File: config.mk
export PLATFORM = sky130hd
export DESIGN_NAME = prt_test_functions
export DESIGN_NICKNAME = d
export VERILOG_FILES = /design/src/prt_pkg.sv /design/src/prt_test_functions.sv
export SDC_FILE = /design/constraint.sdc
export NUM_CORES = 1
export LEC_CHECK = 0
export ABC_AREA = 0
export BUFFER_PORTS_ARGS = -buffer_cell sky130_fd_sc_hd__buf_2
export CAP_MARGIN = 30
export CORE_MARGIN = 3
export CORE_UTILIZATION = 61
export CTS_BUF_LIST = sky130_fd_sc_hd__clkbuf_16
export DETAILED_ROUTE_END_ITERATION = 8
export MAX_ROUTING_LAYER = met4
export PLACE_DENSITY_LB_ADDON = 0.3
export SETUP_SLACK_MARGIN = 0.1
export SLEW_MARGIN = 20
export SYNTH_ARGS = -nofsm -noshare
export SYNTH_HDL_FRONTEND = slang
export SYNTH_SLANG_ARGS = --single-unit
export TNS_END_PERCENT = 30
File: constraint.sdc
create_clock -name mclk -period 4.1 [get_ports mclk]
set_clock_uncertainty 0.05 [all_clocks]
set_input_delay 0.615 -clock mclk [delete_from_list [all_inputs] [get_ports mclk]]
set_output_delay 0.615 -clock mclk [all_outputs]
set_load 0.005 [all_outputs]
File: src/prt_pkg.sv
// Purpose: Shared constants and types of the relay test functions block
// Assumes: 40 MHz mclk, 32-bit register port with byte addresses
// Notes: Register offsets are word aligned

package prt_pkg;

   // Clock and timing
   localparam int unsigned PRT_CLK_HZ = 40000000;
   localparam int unsigned PRT_LAMP_TIME_MS = 2000;
   localparam int unsigned PRT_HEALTHY_TIME_MS = 200;
   localparam int unsigned PRT_LAMP_CYCLES = PRT_LAMP_TIME_MS * (PRT_CLK_HZ / 1000);
   localparam int unsigned PRT_HEALTHY_CYCLES = PRT_HEALTHY_TIME_MS * (PRT_CLK_HZ / 1000);

   // Sizes
   localparam int unsigned PRT_N_LINES = 32;
   localparam int unsigned PRT_N_CONTACTS = 15;
   localparam int unsigned PRT_IN_W = 16;
   localparam int unsigned PRT_OUT_W = 16;

   // Register offsets
   localparam logic [7:0] PRT_ADDR_CTRL = 8'h00;
   localparam logic [7:0] PRT_ADDR_RELAY = 8'h04;
   localparam logic [7:0] PRT_ADDR_RELAY_RST = 8'h08;
   localparam logic [7:0] PRT_ADDR_G1_IN = 8'h0C;
   localparam logic [7:0] PRT_ADDR_G1_OUT = 8'h10;
   localparam logic [7:0] PRT_ADDR_G1_CHK = 8'h14;
   localparam logic [7:0] PRT_ADDR_G2_IN = 8'h18;
   localparam logic [7:0] PRT_ADDR_G2_OUT = 8'h1C;
   localparam logic [7:0] PRT_ADDR_G2_CHK = 8'h20;
   localparam logic [7:0] PRT_ADDR_IRQ_STAT = 8'h24;
   localparam logic [7:0] PRT_ADDR_IRQ_MASK = 8'h28;
   localparam logic [7:0] PRT_GRP_STRIDE = 8'h0C;

   // CTRL fields
   localparam int unsigned PRT_CTRL_LAMP = 0;
   localparam int unsigned PRT_CTRL_INHIBIT = 1;
   localparam int unsigned PRT_CTRL_ALT_EN = 2;

   // CHK fields
   localparam int unsigned PRT_CHK_LINE_LSB = 0;
   localparam int unsigned PRT_CHK_ERR = 5;
   localparam int unsigned PRT_CHK_BUSY = 31;

   // Interrupt status fields
   localparam int unsigned PRT_IRQ_LAMP_DONE = 0;
   localparam int unsigned PRT_IRQ_G1_DONE = 1;
   localparam int unsigned PRT_IRQ_G2_DONE = 2;
   localparam int unsigned PRT_IRQ_REFUSED = 3;
   localparam int unsigned PRT_IRQ_W = 4;

   // Reset values
   localparam logic [31:0] PRT_CTRL_RST = 32'h0000_0000;
   localparam logic [PRT_IRQ_W-1:0] PRT_MASK_RST = 4'h0;

   typedef enum logic [1:0] {
      PRT_ST_IDLE = 2'b00,
      PRT_ST_SCAN = 2'b01,
      PRT_ST_DONE = 2'b11
   } prt_state_type;

   typedef struct packed {
      logic trip;
      logic alarm;
      logic oos;
      logic healthy;
   } prt_led_type;

   typedef struct packed {
      logic err;
      logic [4:0] line;
   } prt_chk_type;

endpackage : prt_pkg

File: src/prt_test_functions.sv
// Purpose: Relay test facilities: lamp test, contact test, scheme check and scheme test
// Assumes: All inputs synchronous to mclk; setting store answers a lookup in the same cycle
// Notes: Summary of operation below
// Summary of operation
// - Lamp test inverts trip, alarm and out-of-service LEDs for about two seconds.
// - During lamp test the healthy LED stays lit briefly, then goes off.
// - After lamp test LEDs show normal state and lamp control returns off itself.
// - Contact test pattern writes accepted only while scheme output is inhibited.
// - While inhibited, each contact except contact 0 follows its test pattern bit.
// - Reset command on contact test clears the whole test pattern.
// - Re-enabling the scheme output clears the whole test pattern.
// - Setting lowest test bit inverts the normally energised inoperative alarm output.
// - Contact status shows scheme logic result, never the test pattern.
// - A line is partly programmed if only AND or only OR matrix has bits.
// - Check scans lines 0 to 31 and reports first partly programmed line.
// - No partly programmed line found gives an OK result.
// - Test input passes through selected group scheme logic to the test output.
// - Scheme test never disturbs live protection operation.
// - Group 2 check and test behave as group 1 on group 2 settings.
// - With alternative group disabled, group 2 controls hidden and group tag dropped.
// - Test controls are excluded from the remote bulk setting transfer.

`timescale 1ns/1ps

module prt_test_functions
   import prt_pkg::*;
#(
   parameter int unsigned LAMP_CYCLES = PRT_LAMP_CYCLES,
   parameter int unsigned HEALTHY_CYCLES = PRT_HEALTHY_CYCLES,
   parameter int unsigned N_CONTACTS = PRT_N_CONTACTS,
   parameter int unsigned IN_W = PRT_IN_W,
   parameter int unsigned OUT_W = PRT_OUT_W
) (
   // Clock and reset
   input wire logic mclk,
   input wire logic rst_n,
   // Register port
   input wire logic [7:0] reg_addr,
   input wire logic [31:0] reg_wdata,
   input wire logic reg_wr,
   input wire logic reg_rd,
   output logic [31:0] reg_rdata,
   input wire logic bulk_xfer,
   // Front panel LEDs
   input wire prt_led_type led_norm,
   output prt_led_type led_drv,
   // Output contacts
   input wire logic [N_CONTACTS-1:0] scheme_out,
   output logic [N_CONTACTS-1:0] contact_drv,
   output logic [N_CONTACTS-1:0] contact_status,
   output logic scheme_inhibit,
   // Scheme setting lookup
   output logic set_grp,
   output logic [4:0] set_line,
   input wire logic [IN_W-1:0] set_and,
   input wire logic [OUT_W-1:0] set_or,
   input wire logic settings_changed,
   // Menu presentation and interrupt
   output logic group_tag_on,
   output logic irq
);

   localparam int unsigned LAMP_W = $clog2(LAMP_CYCLES + 1);

   initial begin
      if (N_CONTACTS < 1 || N_CONTACTS > 32 || IN_W < 1 || IN_W > 32 || OUT_W < 1 || OUT_W > 32)
         $error("prt_test_functions: widths must be 1 to 32");
      if (HEALTHY_CYCLES < 1 || HEALTHY_CYCLES >= LAMP_CYCLES)
         $error("prt_test_functions: healthy time must be shorter than lamp time");
   end

   // True when addr hits the group register at base offset for group g
   function automatic logic grp_hit(input logic [7:0] addr, input logic [7:0] base, input logic g);
      logic [7:0] off;
      off = g ? 8'(base + PRT_GRP_STRIDE) : base;
      grp_hit = (addr == off);
   endfunction : grp_hit

   // Control register
   logic inhibit_ff;
   logic alt_en_ff;
   logic wr_ok;

   // Test controls never take part in a bulk transfer
   assign wr_ok = reg_wr && !bulk_xfer;

   always_ff @(posedge mclk or negedge rst_n) begin
      if (!rst_n) begin
         inhibit_ff <= PRT_CTRL_RST[PRT_CTRL_INHIBIT];
         alt_en_ff <= PRT_CTRL_RST[PRT_CTRL_ALT_EN];
      end else if (wr_ok && reg_addr == PRT_ADDR_CTRL) begin
         inhibit_ff <= reg_wdata[PRT_CTRL_INHIBIT];
         alt_en_ff <= reg_wdata[PRT_CTRL_ALT_EN];
      end
   end

   assign scheme_inhibit = inhibit_ff;
   assign group_tag_on = alt_en_ff;

   // Lamp test timer
   logic lamp_on_ff;
   logic [LAMP_W-1:0] lamp_cnt_ff;
   logic lamp_start;
   logic lamp_end;

   assign lamp_start = wr_ok && reg_addr == PRT_ADDR_CTRL && reg_wdata[PRT_CTRL_LAMP] && !lamp_on_ff;
   assign lamp_end = lamp_on_ff && lamp_cnt_ff == LAMP_W'(LAMP_CYCLES - 1);

   always_ff @(posedge mclk or negedge rst_n) begin
      if (!rst_n) begin
         lamp_on_ff <= 1'b0;
         lamp_cnt_ff <= '0;
      end else if (lamp_start) begin
         lamp_on_ff <= 1'b1;
         lamp_cnt_ff <= '0;
      end else if (lamp_end) begin
         lamp_on_ff <= 1'b0;
         lamp_cnt_ff <= '0;
      end else if (lamp_on_ff) begin
         lamp_cnt_ff <= lamp_cnt_ff + 1'b1;
      end
   end

   prt_led_type nxt_led;
   prt_led_type led_ff;

   always_comb begin
      nxt_led = led_norm;
      if (lamp_on_ff) begin
         nxt_led.trip = ~led_norm.trip;
         nxt_led.alarm = ~led_norm.alarm;
         nxt_led.oos = ~led_norm.oos;
         nxt_led.healthy = lamp_cnt_ff < LAMP_W'(HEALTHY_CYCLES);
      end
   end

   always_ff @(posedge mclk or negedge rst_n) begin
      if (!rst_n)
         led_ff <= '0;
      else
         led_ff <= nxt_led;
   end

   assign led_drv = led_ff;

   // Output contact test pattern
   logic [N_CONTACTS-1:0] pattern_ff;
   logic relay_wr;
   logic relay_refused;

   assign relay_wr = wr_ok && reg_addr == PRT_ADDR_RELAY;
   assign relay_refused = relay_wr && !inhibit_ff;

   always_ff @(posedge mclk or negedge rst_n) begin
      if (!rst_n) begin
         pattern_ff <= '0;
      end else if (inhibit_ff && wr_ok && reg_addr == PRT_ADDR_CTRL && !reg_wdata[PRT_CTRL_INHIBIT]) begin
         pattern_ff <= '0;
      end else if (wr_ok && reg_addr == PRT_ADDR_RELAY_RST) begin
         pattern_ff <= '0;
      end else if (relay_wr && inhibit_ff) begin
         pattern_ff <= reg_wdata[N_CONTACTS-1:0];
      end
   end

   logic [N_CONTACTS-1:0] nxt_contact;
   logic [N_CONTACTS-1:0] contact_ff;
   logic [N_CONTACTS-1:0] status_ff;

   always_comb begin
      nxt_contact = scheme_out;
      if (inhibit_ff) begin
         nxt_contact = pattern_ff;
         nxt_contact[0] = ~pattern_ff[0];
      end
   end

   always_ff @(posedge mclk or negedge rst_n) begin
      if (!rst_n) begin
         contact_ff <= '0;
         status_ff <= '0;
      end else begin
         contact_ff <= nxt_contact;
         status_ff <= scheme_out;
      end
   end

   assign contact_drv = contact_ff;
   assign contact_status = status_ff;

   // Per-group test input registers
   logic [IN_W-1:0] test_in_ff [2];
   logic [1:0] in_wr;

   for (genvar g = 0; g < 2; g++) begin : g_in
      assign in_wr[g] = wr_ok && grp_hit(reg_addr, PRT_ADDR_G1_IN, g[0]) && (g == 0 || alt_en_ff);
      always_ff @(posedge mclk or negedge rst_n) begin
         if (!rst_n)
            test_in_ff[g] <= '0;
         else if (in_wr[g])
            test_in_ff[g] <= reg_wdata[IN_W-1:0];
      end
   end

   // Scan engine, shared by both groups; reads settings only
   prt_state_type state_ff;
   logic [1:0] pend_ff;
   logic grp_ff;
   logic [4:0] line_ff;
   logic [IN_W-1:0] cur_in_ff;
   logic [OUT_W-1:0] acc_ff;
   prt_chk_type find_ff;
   logic [OUT_W-1:0] test_out_ff [2];
   prt_chk_type chk_ff [2];
   logic [1:0] busy;
   logic [1:0] start_evt;
   logic line_live;
   logic line_part;

   assign set_grp = grp_ff;
   assign set_line = line_ff;
   assign line_live = (set_and != '0) && ((set_and & cur_in_ff) == set_and);
   assign line_part = (set_and != '0) != (set_or != '0);

   always_ff @(posedge mclk or negedge rst_n) begin
      if (!rst_n)
         pend_ff <= 2'b11;
      else
         pend_ff <= (pend_ff & ~start_evt) | in_wr | {2{settings_changed}};
   end

   always_ff @(posedge mclk or negedge rst_n) begin
      if (!rst_n) begin
         state_ff <= PRT_ST_IDLE;
         grp_ff <= 1'b0;
         line_ff <= '0;
         cur_in_ff <= '0;
         acc_ff <= '0;
         find_ff <= '0;
      end else begin
         case (state_ff)
            PRT_ST_IDLE: begin
               if (pend_ff != 2'b00) begin
                  grp_ff <= ~pend_ff[0];
                  cur_in_ff <= pend_ff[0] ? test_in_ff[0] : test_in_ff[1];
                  line_ff <= '0;
                  acc_ff <= '0;
                  find_ff <= '0;
                  state_ff <= PRT_ST_SCAN;
               end
            end
            PRT_ST_SCAN: begin
               if (line_live)
                  acc_ff <= acc_ff | set_or;
               if (line_part && !find_ff.err) begin
                  find_ff.err <= 1'b1;
                  find_ff.line <= line_ff;
               end
               if (line_ff == 5'(PRT_N_LINES - 1))
                  state_ff <= PRT_ST_DONE;
               else
                  line_ff <= line_ff + 5'h01;
            end
            PRT_ST_DONE: begin
               state_ff <= PRT_ST_IDLE;
            end
            default: begin
               state_ff <= PRT_ST_IDLE;
            end
         endcase
      end
   end

   // Pend drops as a scan starts, so a write arriving mid-scan reruns it
   for (genvar g = 0; g < 2; g++) begin : g_res
      assign start_evt[g] = state_ff == PRT_ST_IDLE && (g == 0 ? pend_ff[0] : pend_ff[1] && !pend_ff[0]);
      assign busy[g] = pend_ff[g] || (state_ff != PRT_ST_IDLE && grp_ff == g[0]);
      always_ff @(posedge mclk or negedge rst_n) begin
         if (!rst_n) begin
            test_out_ff[g] <= '0;
            chk_ff[g] <= '0;
         end else if (state_ff == PRT_ST_DONE && grp_ff == g[0]) begin
            test_out_ff[g] <= acc_ff;
            chk_ff[g] <= find_ff;
         end
      end
   end

   // Interrupt status and mask
   logic [PRT_IRQ_W-1:0] irq_stat_ff;
   logic [PRT_IRQ_W-1:0] irq_mask_ff;
   logic [PRT_IRQ_W-1:0] irq_set;
   logic stat_rd;

   assign irq_set[PRT_IRQ_LAMP_DONE] = lamp_end;
   assign irq_set[PRT_IRQ_G1_DONE] = state_ff == PRT_ST_DONE && !grp_ff;
   assign irq_set[PRT_IRQ_G2_DONE] = state_ff == PRT_ST_DONE && grp_ff && alt_en_ff;
   assign irq_set[PRT_IRQ_REFUSED] = relay_refused;
   assign stat_rd = reg_rd && reg_addr == PRT_ADDR_IRQ_STAT;

   always_ff @(posedge mclk or negedge rst_n) begin
      if (!rst_n)
         irq_stat_ff <= '0;
      else if (stat_rd)
         irq_stat_ff <= irq_set;
      else
         irq_stat_ff <= irq_stat_ff | irq_set;
   end

   always_ff @(posedge mclk or negedge rst_n) begin
      if (!rst_n)
         irq_mask_ff <= PRT_MASK_RST;
      else if (reg_wr && reg_addr == PRT_ADDR_IRQ_MASK)
         irq_mask_ff <= reg_wdata[PRT_IRQ_W-1:0];
   end

   assign irq = |(irq_stat_ff & irq_mask_ff);

   // Read data, one cycle after the strobe
   logic [31:0] nxt_rdata;
   logic [31:0] rdata_ff;
   logic rd_g2_ok;

   assign rd_g2_ok = alt_en_ff;

   always_comb begin
      nxt_rdata = 32'h0000_0000;
      if (reg_addr == PRT_ADDR_CTRL) begin
         nxt_rdata[PRT_CTRL_LAMP] = lamp_on_ff;
         nxt_rdata[PRT_CTRL_INHIBIT] = inhibit_ff;
         nxt_rdata[PRT_CTRL_ALT_EN] = alt_en_ff;
      end else if (reg_addr == PRT_ADDR_RELAY) begin
         nxt_rdata[N_CONTACTS-1:0] = pattern_ff;
      end else if (reg_addr == PRT_ADDR_G1_IN) begin
         nxt_rdata[IN_W-1:0] = test_in_ff[0];
      end else if (reg_addr == PRT_ADDR_G1_OUT) begin
         nxt_rdata[OUT_W-1:0] = test_out_ff[0];
      end else if (reg_addr == PRT_ADDR_G1_CHK) begin
         nxt_rdata[PRT_CHK_LINE_LSB +: 5] = chk_ff[0].line;
         nxt_rdata[PRT_CHK_ERR] = chk_ff[0].err;
         nxt_rdata[PRT_CHK_BUSY] = busy[0];
      end else if (rd_g2_ok && grp_hit(reg_addr, PRT_ADDR_G1_IN, 1'b1)) begin
         nxt_rdata[IN_W-1:0] = test_in_ff[1];
      end else if (rd_g2_ok && grp_hit(reg_addr, PRT_ADDR_G1_OUT, 1'b1)) begin
         nxt_rdata[OUT_W-1:0] = test_out_ff[1];
      end else if (rd_g2_ok && grp_hit(reg_addr, PRT_ADDR_G1_CHK, 1'b1)) begin
         nxt_rdata[PRT_CHK_LINE_LSB +: 5] = chk_ff[1].line;
         nxt_rdata[PRT_CHK_ERR] = chk_ff[1].err;
         nxt_rdata[PRT_CHK_BUSY] = busy[1];
      end else if (reg_addr == PRT_ADDR_IRQ_STAT) begin
         nxt_rdata[PRT_IRQ_W-1:0] = irq_stat_ff;
      end else if (reg_addr == PRT_ADDR_IRQ_MASK) begin
         nxt_rdata[PRT_IRQ_W-1:0] = irq_mask_ff;
      end
   end

   always_ff @(posedge mclk or negedge rst_n) begin
      if (!rst_n)
         rdata_ff <= '0;
      else if (reg_rd)
         rdata_ff <= nxt_rdata;
      else
         rdata_ff <= '0;
   end

   assign reg_rdata = rdata_ff;

endmodule : prt_test_functions

# After elaboration in Yosys (flattened, before gate mapping)
# Cells that the tools add are included.
[classes]
n_addsub = 2
mux = 48
n_bitwise = 14
n_eq_ne = 21
n_reduce_logical = 56
n_lt_le_gt_ge = 1
[ops]
columns = ["cell", "count"]
rows = [
  ["two-way mux 16 bit", 6],
  ["two-way mux 27 bit", 3],
  ["two-way mux 15 bit", 5],
  ["equality test 8 x 5 -> 1 bit (second input constant)", 4],
  ["two-way mux 32 bit", 1],
  ["case mux 16 bit (2 select lines)", 1],
  ["nonzero test 16 bit", 2],
  ["logical AND 1 bit", 31],
  ["adder 27 x 1 -> 27 bit (second input constant)", 1],
  ["equality test 27 bit (second input constant)", 1],
  ["less-than comparator 27 x 23 -> 1 bit (second input constant)", 1],
  ["equality test 8 x 6 -> 1 bit (second input constant)", 3],
  ["two-way mux 6 bit", 4],
  ["two-way mux 10 bit", 2],
  ["two-way mux 4 bit", 5],
  ["AND 16 bit", 1],
  ["equality test 16 bit", 1],
  ["equality test 8 x 4 -> 1 bit (second input constant)", 2],
  ["OR 16 bit", 1],
  ["two-way mux 13 bit", 1],
  ["case mux 6 bit (2 select lines)", 1],
  ["two-way mux 1 bit", 11],
  ["two-way mux 5 bit", 2],
  ["inequality test 2 bit (second input constant)", 5],
  ["25 further kinds", 47],
]
[word_totals]
register_bits = 243
in_bits = 97
output_inout_bits = 75

# Logic depth before layout (Yosys ltp)
[logic_depth]
depth_word = 12
ltp_mapped = 8

# Least setup slack after synthesis
# OpenSTA, ideal clock, no wires.
[synth_path]
kind = "in2reg"
startpoint = "in reg_addr[7]"
endpoint = "reg test_in_ff[10] (netlist name)"
setup_time_ns = 0.127
arrival_time_ns = 2.158
path_slack_ns = 1.764
path_stages = 7
t_required_ns = 3.923
cell_sequence = "or4b_1 > buf_2 > nor3_4 > and2_1 > buf_6 > buf_8 > mux2_1"
[synth_between]
elab_chain_len = 3
[synth_lines]
columns = ["element", "line", "text"]
rows = [
  ["start: declaration", "prt_test_functions.sv:38", "input wire logic [7:0] reg_addr,"],
  ["equality test 8 x 5 -> 1 bit", "prt_test_functions.sv:76", "grp_hit = (addr == off);"],
  ["logical AND 1 bit (2 in a row)", "prt_test_functions.sv:196", "assign in_wr[g] = wr_ok && grp_hit(reg_addr, PRT_ADDR_G1_IN, g[0]) && (g == 0 || alt_en_ff);"],
  ["end signal: indexed assignment", "prt_test_functions.sv:201", "test_in_ff[g] <= reg_wdata[IN_W-1:0];"],
  ["end: declaration", "prt_test_functions.sv:192", "logic [IN_W-1:0] test_in_ff [2];"],
]
# Every way passes these cells.
# A chain may end at the register's enable or synchronous reset.

# Worst setup path in the final report
[layout_path]
startpoint = "reg lamp_on_ff"
endpoint = "reg lamp_cnt_ff[7]"
[layout_between]
elab_chain_len = 3
elab_cells_between_ends = 6
cone_classes = "mux (2); reduce/logical (4)"
[layout_lines]
columns = ["element", "line", "text"]
rows = [
  ["start: declaration", "prt_test_functions.sv:101", "logic lamp_on_ff;"],
  ["start signal: assignment", "prt_test_functions.sv:111", "lamp_on_ff <= 1'b0;"],
  ["start signal: assignment", "prt_test_functions.sv:114", "lamp_on_ff <= 1'b1;"],
  ["start signal: assignment", "prt_test_functions.sv:117", "lamp_on_ff <= 1'b0;"],
  ["logical AND 1 bit or zero test 1 bit (tied branches)", "prt_test_functions.sv:107, prt_test_functions.sv:106", ""],
  ["two-way mux 27 bit or logical AND 1 bit (tied branches)", "prt_test_functions.sv:116, prt_test_functions.sv:106", ""],
  ["two-way mux 27 bit or nonzero test 3 bit (tied branches)", "-", ""],
  ["end signal: assignment", "prt_test_functions.sv:120", "lamp_cnt_ff <= lamp_cnt_ff + 1'b1;"],
  ["end: declaration", "prt_test_functions.sv:102", "logic [LAMP_W-1:0] lamp_cnt_ff;"],
]
# Several ways; a longest one is shown, not always the timed one.

==> results.py <==
metrics = {
    "clocking": {
        "cts_buffers": 24,
        "clk_pin_slew_worst_paths_ns": 0.06,
        "cts_tree": "yes",
        "insertion_delay_ns": 0.51,
        "ctsHoldBuffers": 0,
        "post_cts_resized": 0,
        "cts_max_level": 1,
        "cts.path.max_buffers": 3,
        "clock-sinks": 228,
        "post_cts_buffers": 0,
        "clockRootBuffer": "clkbuf_16",
    },
    "grt": {
        "grt_pass1_wl_um": 41700,
        "grt_usage": 0.292,
        "grt_max_degree": 111,
        "grt.overflow.total": 0,
        "grt_pass1_vias": 7874,
        "grt_antenna_before_repair": 0,
    },
    "power_and_ir_drop": {
        "power_density_nw_per_um2": 440,
        "peakVddDrop_v": 0.000335,
        "p_leak_nw": 5.78,
    },
    "routing": {
        "vias_per_cell": 6.22,
        "wl_per_cell_um": 20.3,
        "vias": 8079,
        "final_antenna_net_count": 0,
        "drt_pass1_iterations": 7,
        "first_iter_violations": 784,
        "wirelength_um": 26300,
        "post-route-drc-count": 0,
    },
    "outcome": {
        "status": "completed",
    },
    "critical_path": {
        "max_stage_delay_ns": 0.75,
        "cp-start-kind": "flop",
        "cp.arrival_ns": 3.04,
        "crit_slowest_cell": "o41a_1",
        "crit_fanout": 19,
        "critPathRequiredTime_ns": 4.41,
        "path_cells": "or3b_1 > o41a_1 > nor2_2 > a211oi_1",
        "critPathKind": "flop to flop",
        "end_kind": "flop",
    },
    "placement": {
        "dp_hpwl_um": 18400,
        "place_inst": 1254,
        "globalplace.congestion": 0.938,
        "dpl_cell_area_um2": 11300,
        "port_buffers": 140,
    },
    "logic_synthesis": {
        "yosysSeqAreaShare": 0.545,
        "synth_cell_types": 75,
        "synth_edf_count": 0,
        "synth-seq-cells": 228,
        "syn-cell-area_um2": 10500,
        "syn_avg_cell_area_um2": 11.2,
        "synthCells": 933,
        "ys_async_sr_fraction": 1.00,
        "synth-main-ff-cell": "dfrtp_1",
        "ys.warnings.count": 0,
    },
    "floorplan": {
        "fp.dieW_um": 137,
        "die-area_um2": 18800,
        "rows": 47,
        "die_h_um": 137,
        "initial_core_util": 0.628,
        "pin_count": 172,
        "design.core.area_um2": 16700,
    },
    "sta": {
        "rsz0062_at_grt": "false",
        "maxClockFrequency_ghz": 0.367,
        "fin_hold_ws_ns": 0.107,
        "maxSlewHeadroom": 0.466,
        "layout_min_cycle_time_ns": 2.72,
        "setup_viol_count_final": 0,
        "hold_viol_final": 0,
        "finalCritPeriodShare": 0.665,
        "final_max_slew_viol_count": 0,
        "fin_tns_setup_ns": 0,
        "worst_slew_pin_slew_ns": 0.793,
    },
    "finish": {
        "num-fill-cells": 1185,
        "fin_cells": 1298,
        "final_layout_size_suffix_gt1_frac": 0.280,
        "final_common_cell": "dfrtp_1",
        "area_delta_synth_final_pct": 15.1,
        "nets": 1161,
        "final_cell_mix": "dfrtp_1 (226), buf_2 (139), nand2_1 (108)",
        "regArea_um2": 5710,
        "multi_input_area_um2": 4310,
        "insertedDiodeCount": 0,
        "design_area_um2": 12100,
    },
    "job": {
        "maxCapViolCount": 0,
    },
    "min_path": {
        "worstHoldPathType": "primary input to async pin",
    },
}
[power breakdown]
group | total, mW | internal (mW) | switching [mW] | leakage [nW]
Combinational | 0.601 | 0.274 | 0.327 | 2.36
Clock | 2.09 | 1.22 | 0.866 | 0.397
Sequential | 2.62 | 2.41 | 0.211 | 3.03
Total | 5.31 | 3.91 | 1.40 | 5.78
[routing by layer]
| metal | vias to the layer above | GRT usage | wire (um) |
|---|---|---|---|
| met1 | 4006 | 0.400 | 10800 |
| met4 | 0 | 0.0992 | 849 |
| met2 | 391 | 0.452 | 12600 |
| met3 | 64 | 0.0434 | 2070 |
| li1 | 3618 | - | - |
| met5 | - | - | 0 |
[path summary, 6_finish.rpt]
check	endpoint	cells past startpoint	startpoint	slack, ns
min in group mclk	contact_status[3]	1	scheme_out[3]	0.17
worst max-delay path	lamp_cnt_ff[7]	4	lamp_on_ff	1.38
max in group asynchronous	contact_drv[3]	2	rst_n	2.92
worst max register to register	lamp_cnt_ff[7]	4	lamp_on_ff	1.38
worst min-delay path	acc_ff[11]	1	rst_n	0.11
worst min register to register	cur_in_ff[4]	2	cur_in_ff[4]	0.44
[registers in the layout, indices dropped and copies added, names as in the netlist, 6 cells and up]
| name | flops |
|---|---|
| reg_rdata | 17 |
| acc_ff | 16 |
| find_ff | 6 |
| pattern_ff | 15 |
| lamp_cnt_ff | 27 |
| contact_drv | 15 |
| cur_in_ff | 16 |
| test_in_ff | 32 |
| test_out_ff | 32 |
| chk_ff | 12 |
| contact_status | 15 |
[worst max-delay path, delay by kind of cell, from the launching register on]
family / cells / cell delay (ns)
flip-flops: 1 / 0.67
AO/OA/AOI/OAI: 2 / 0.86
AND/OR/NAND/NOR: 2 / 0.99
[through the flow]
stage	util	setup slack, ns	power [mW]
after floorplan	-	1.76	2.97
after global placement	0.674	1.03	3.21
after detailed placement	0.676	1.00	3.25
final	0.722	1.38	5.31
after global routing	0.722	1.25	5.52
after CTS	0.722	1.42	5.33
[cell type report]
cell class / instances / area share
repair buffers: 157 / 0.0725
clock inverters: 18 / 0.0110
clock buffers: 25 / 0.0519
multi-input cells: 614 / 0.357
well taps: 220 / 0.0228
flip-flops and latches: 228 / 0.473
inverters: 36 / 0.0112
[cell families after synthesis]
logic type,count (synthesis),share of synthesized area
and+or+nand+nor,267,0.133
adders and majority gates,3,0.00358
DFF,228,0.545
buffers and inverters,105,0.0501
AOI/OAI and AO/OA,194,0.130
other,1,0.000358
muxes,119,0.125
xor gates and xnor gates,16,0.0134
[synthesized netlist by cell type (all sizes together) (4+ instances only)]
cell	instances	area (um2)
a221oi	13	114
inv	36	135
o22ai	7	43.8
mux2i	25	250
clkbuf	24	93.8
nand2	108	405
nand4	14	100
a21oi	38	190
o221ai	11	96.3
nand3	20	113
xnor2	13	114
nor2	35	139
and4	4	36.3
nand3b	4	30.0
a22oi	7	52.6
nand2b	9	56.3
mux2	94	1060
nor3	18	101
o21ai	42	210
o211ai	4	35.0
nor4b	4	47.6
or3	4	25.0
and2	8	50.1
and3	9	56.3
buf	45	297
a31oi	13	81.3
nor4	18	140
dfrtp	226	5660
nor2b	4	25.0
a22o	23	201
No activity file was read; power rests on OpenSTA's default activity.
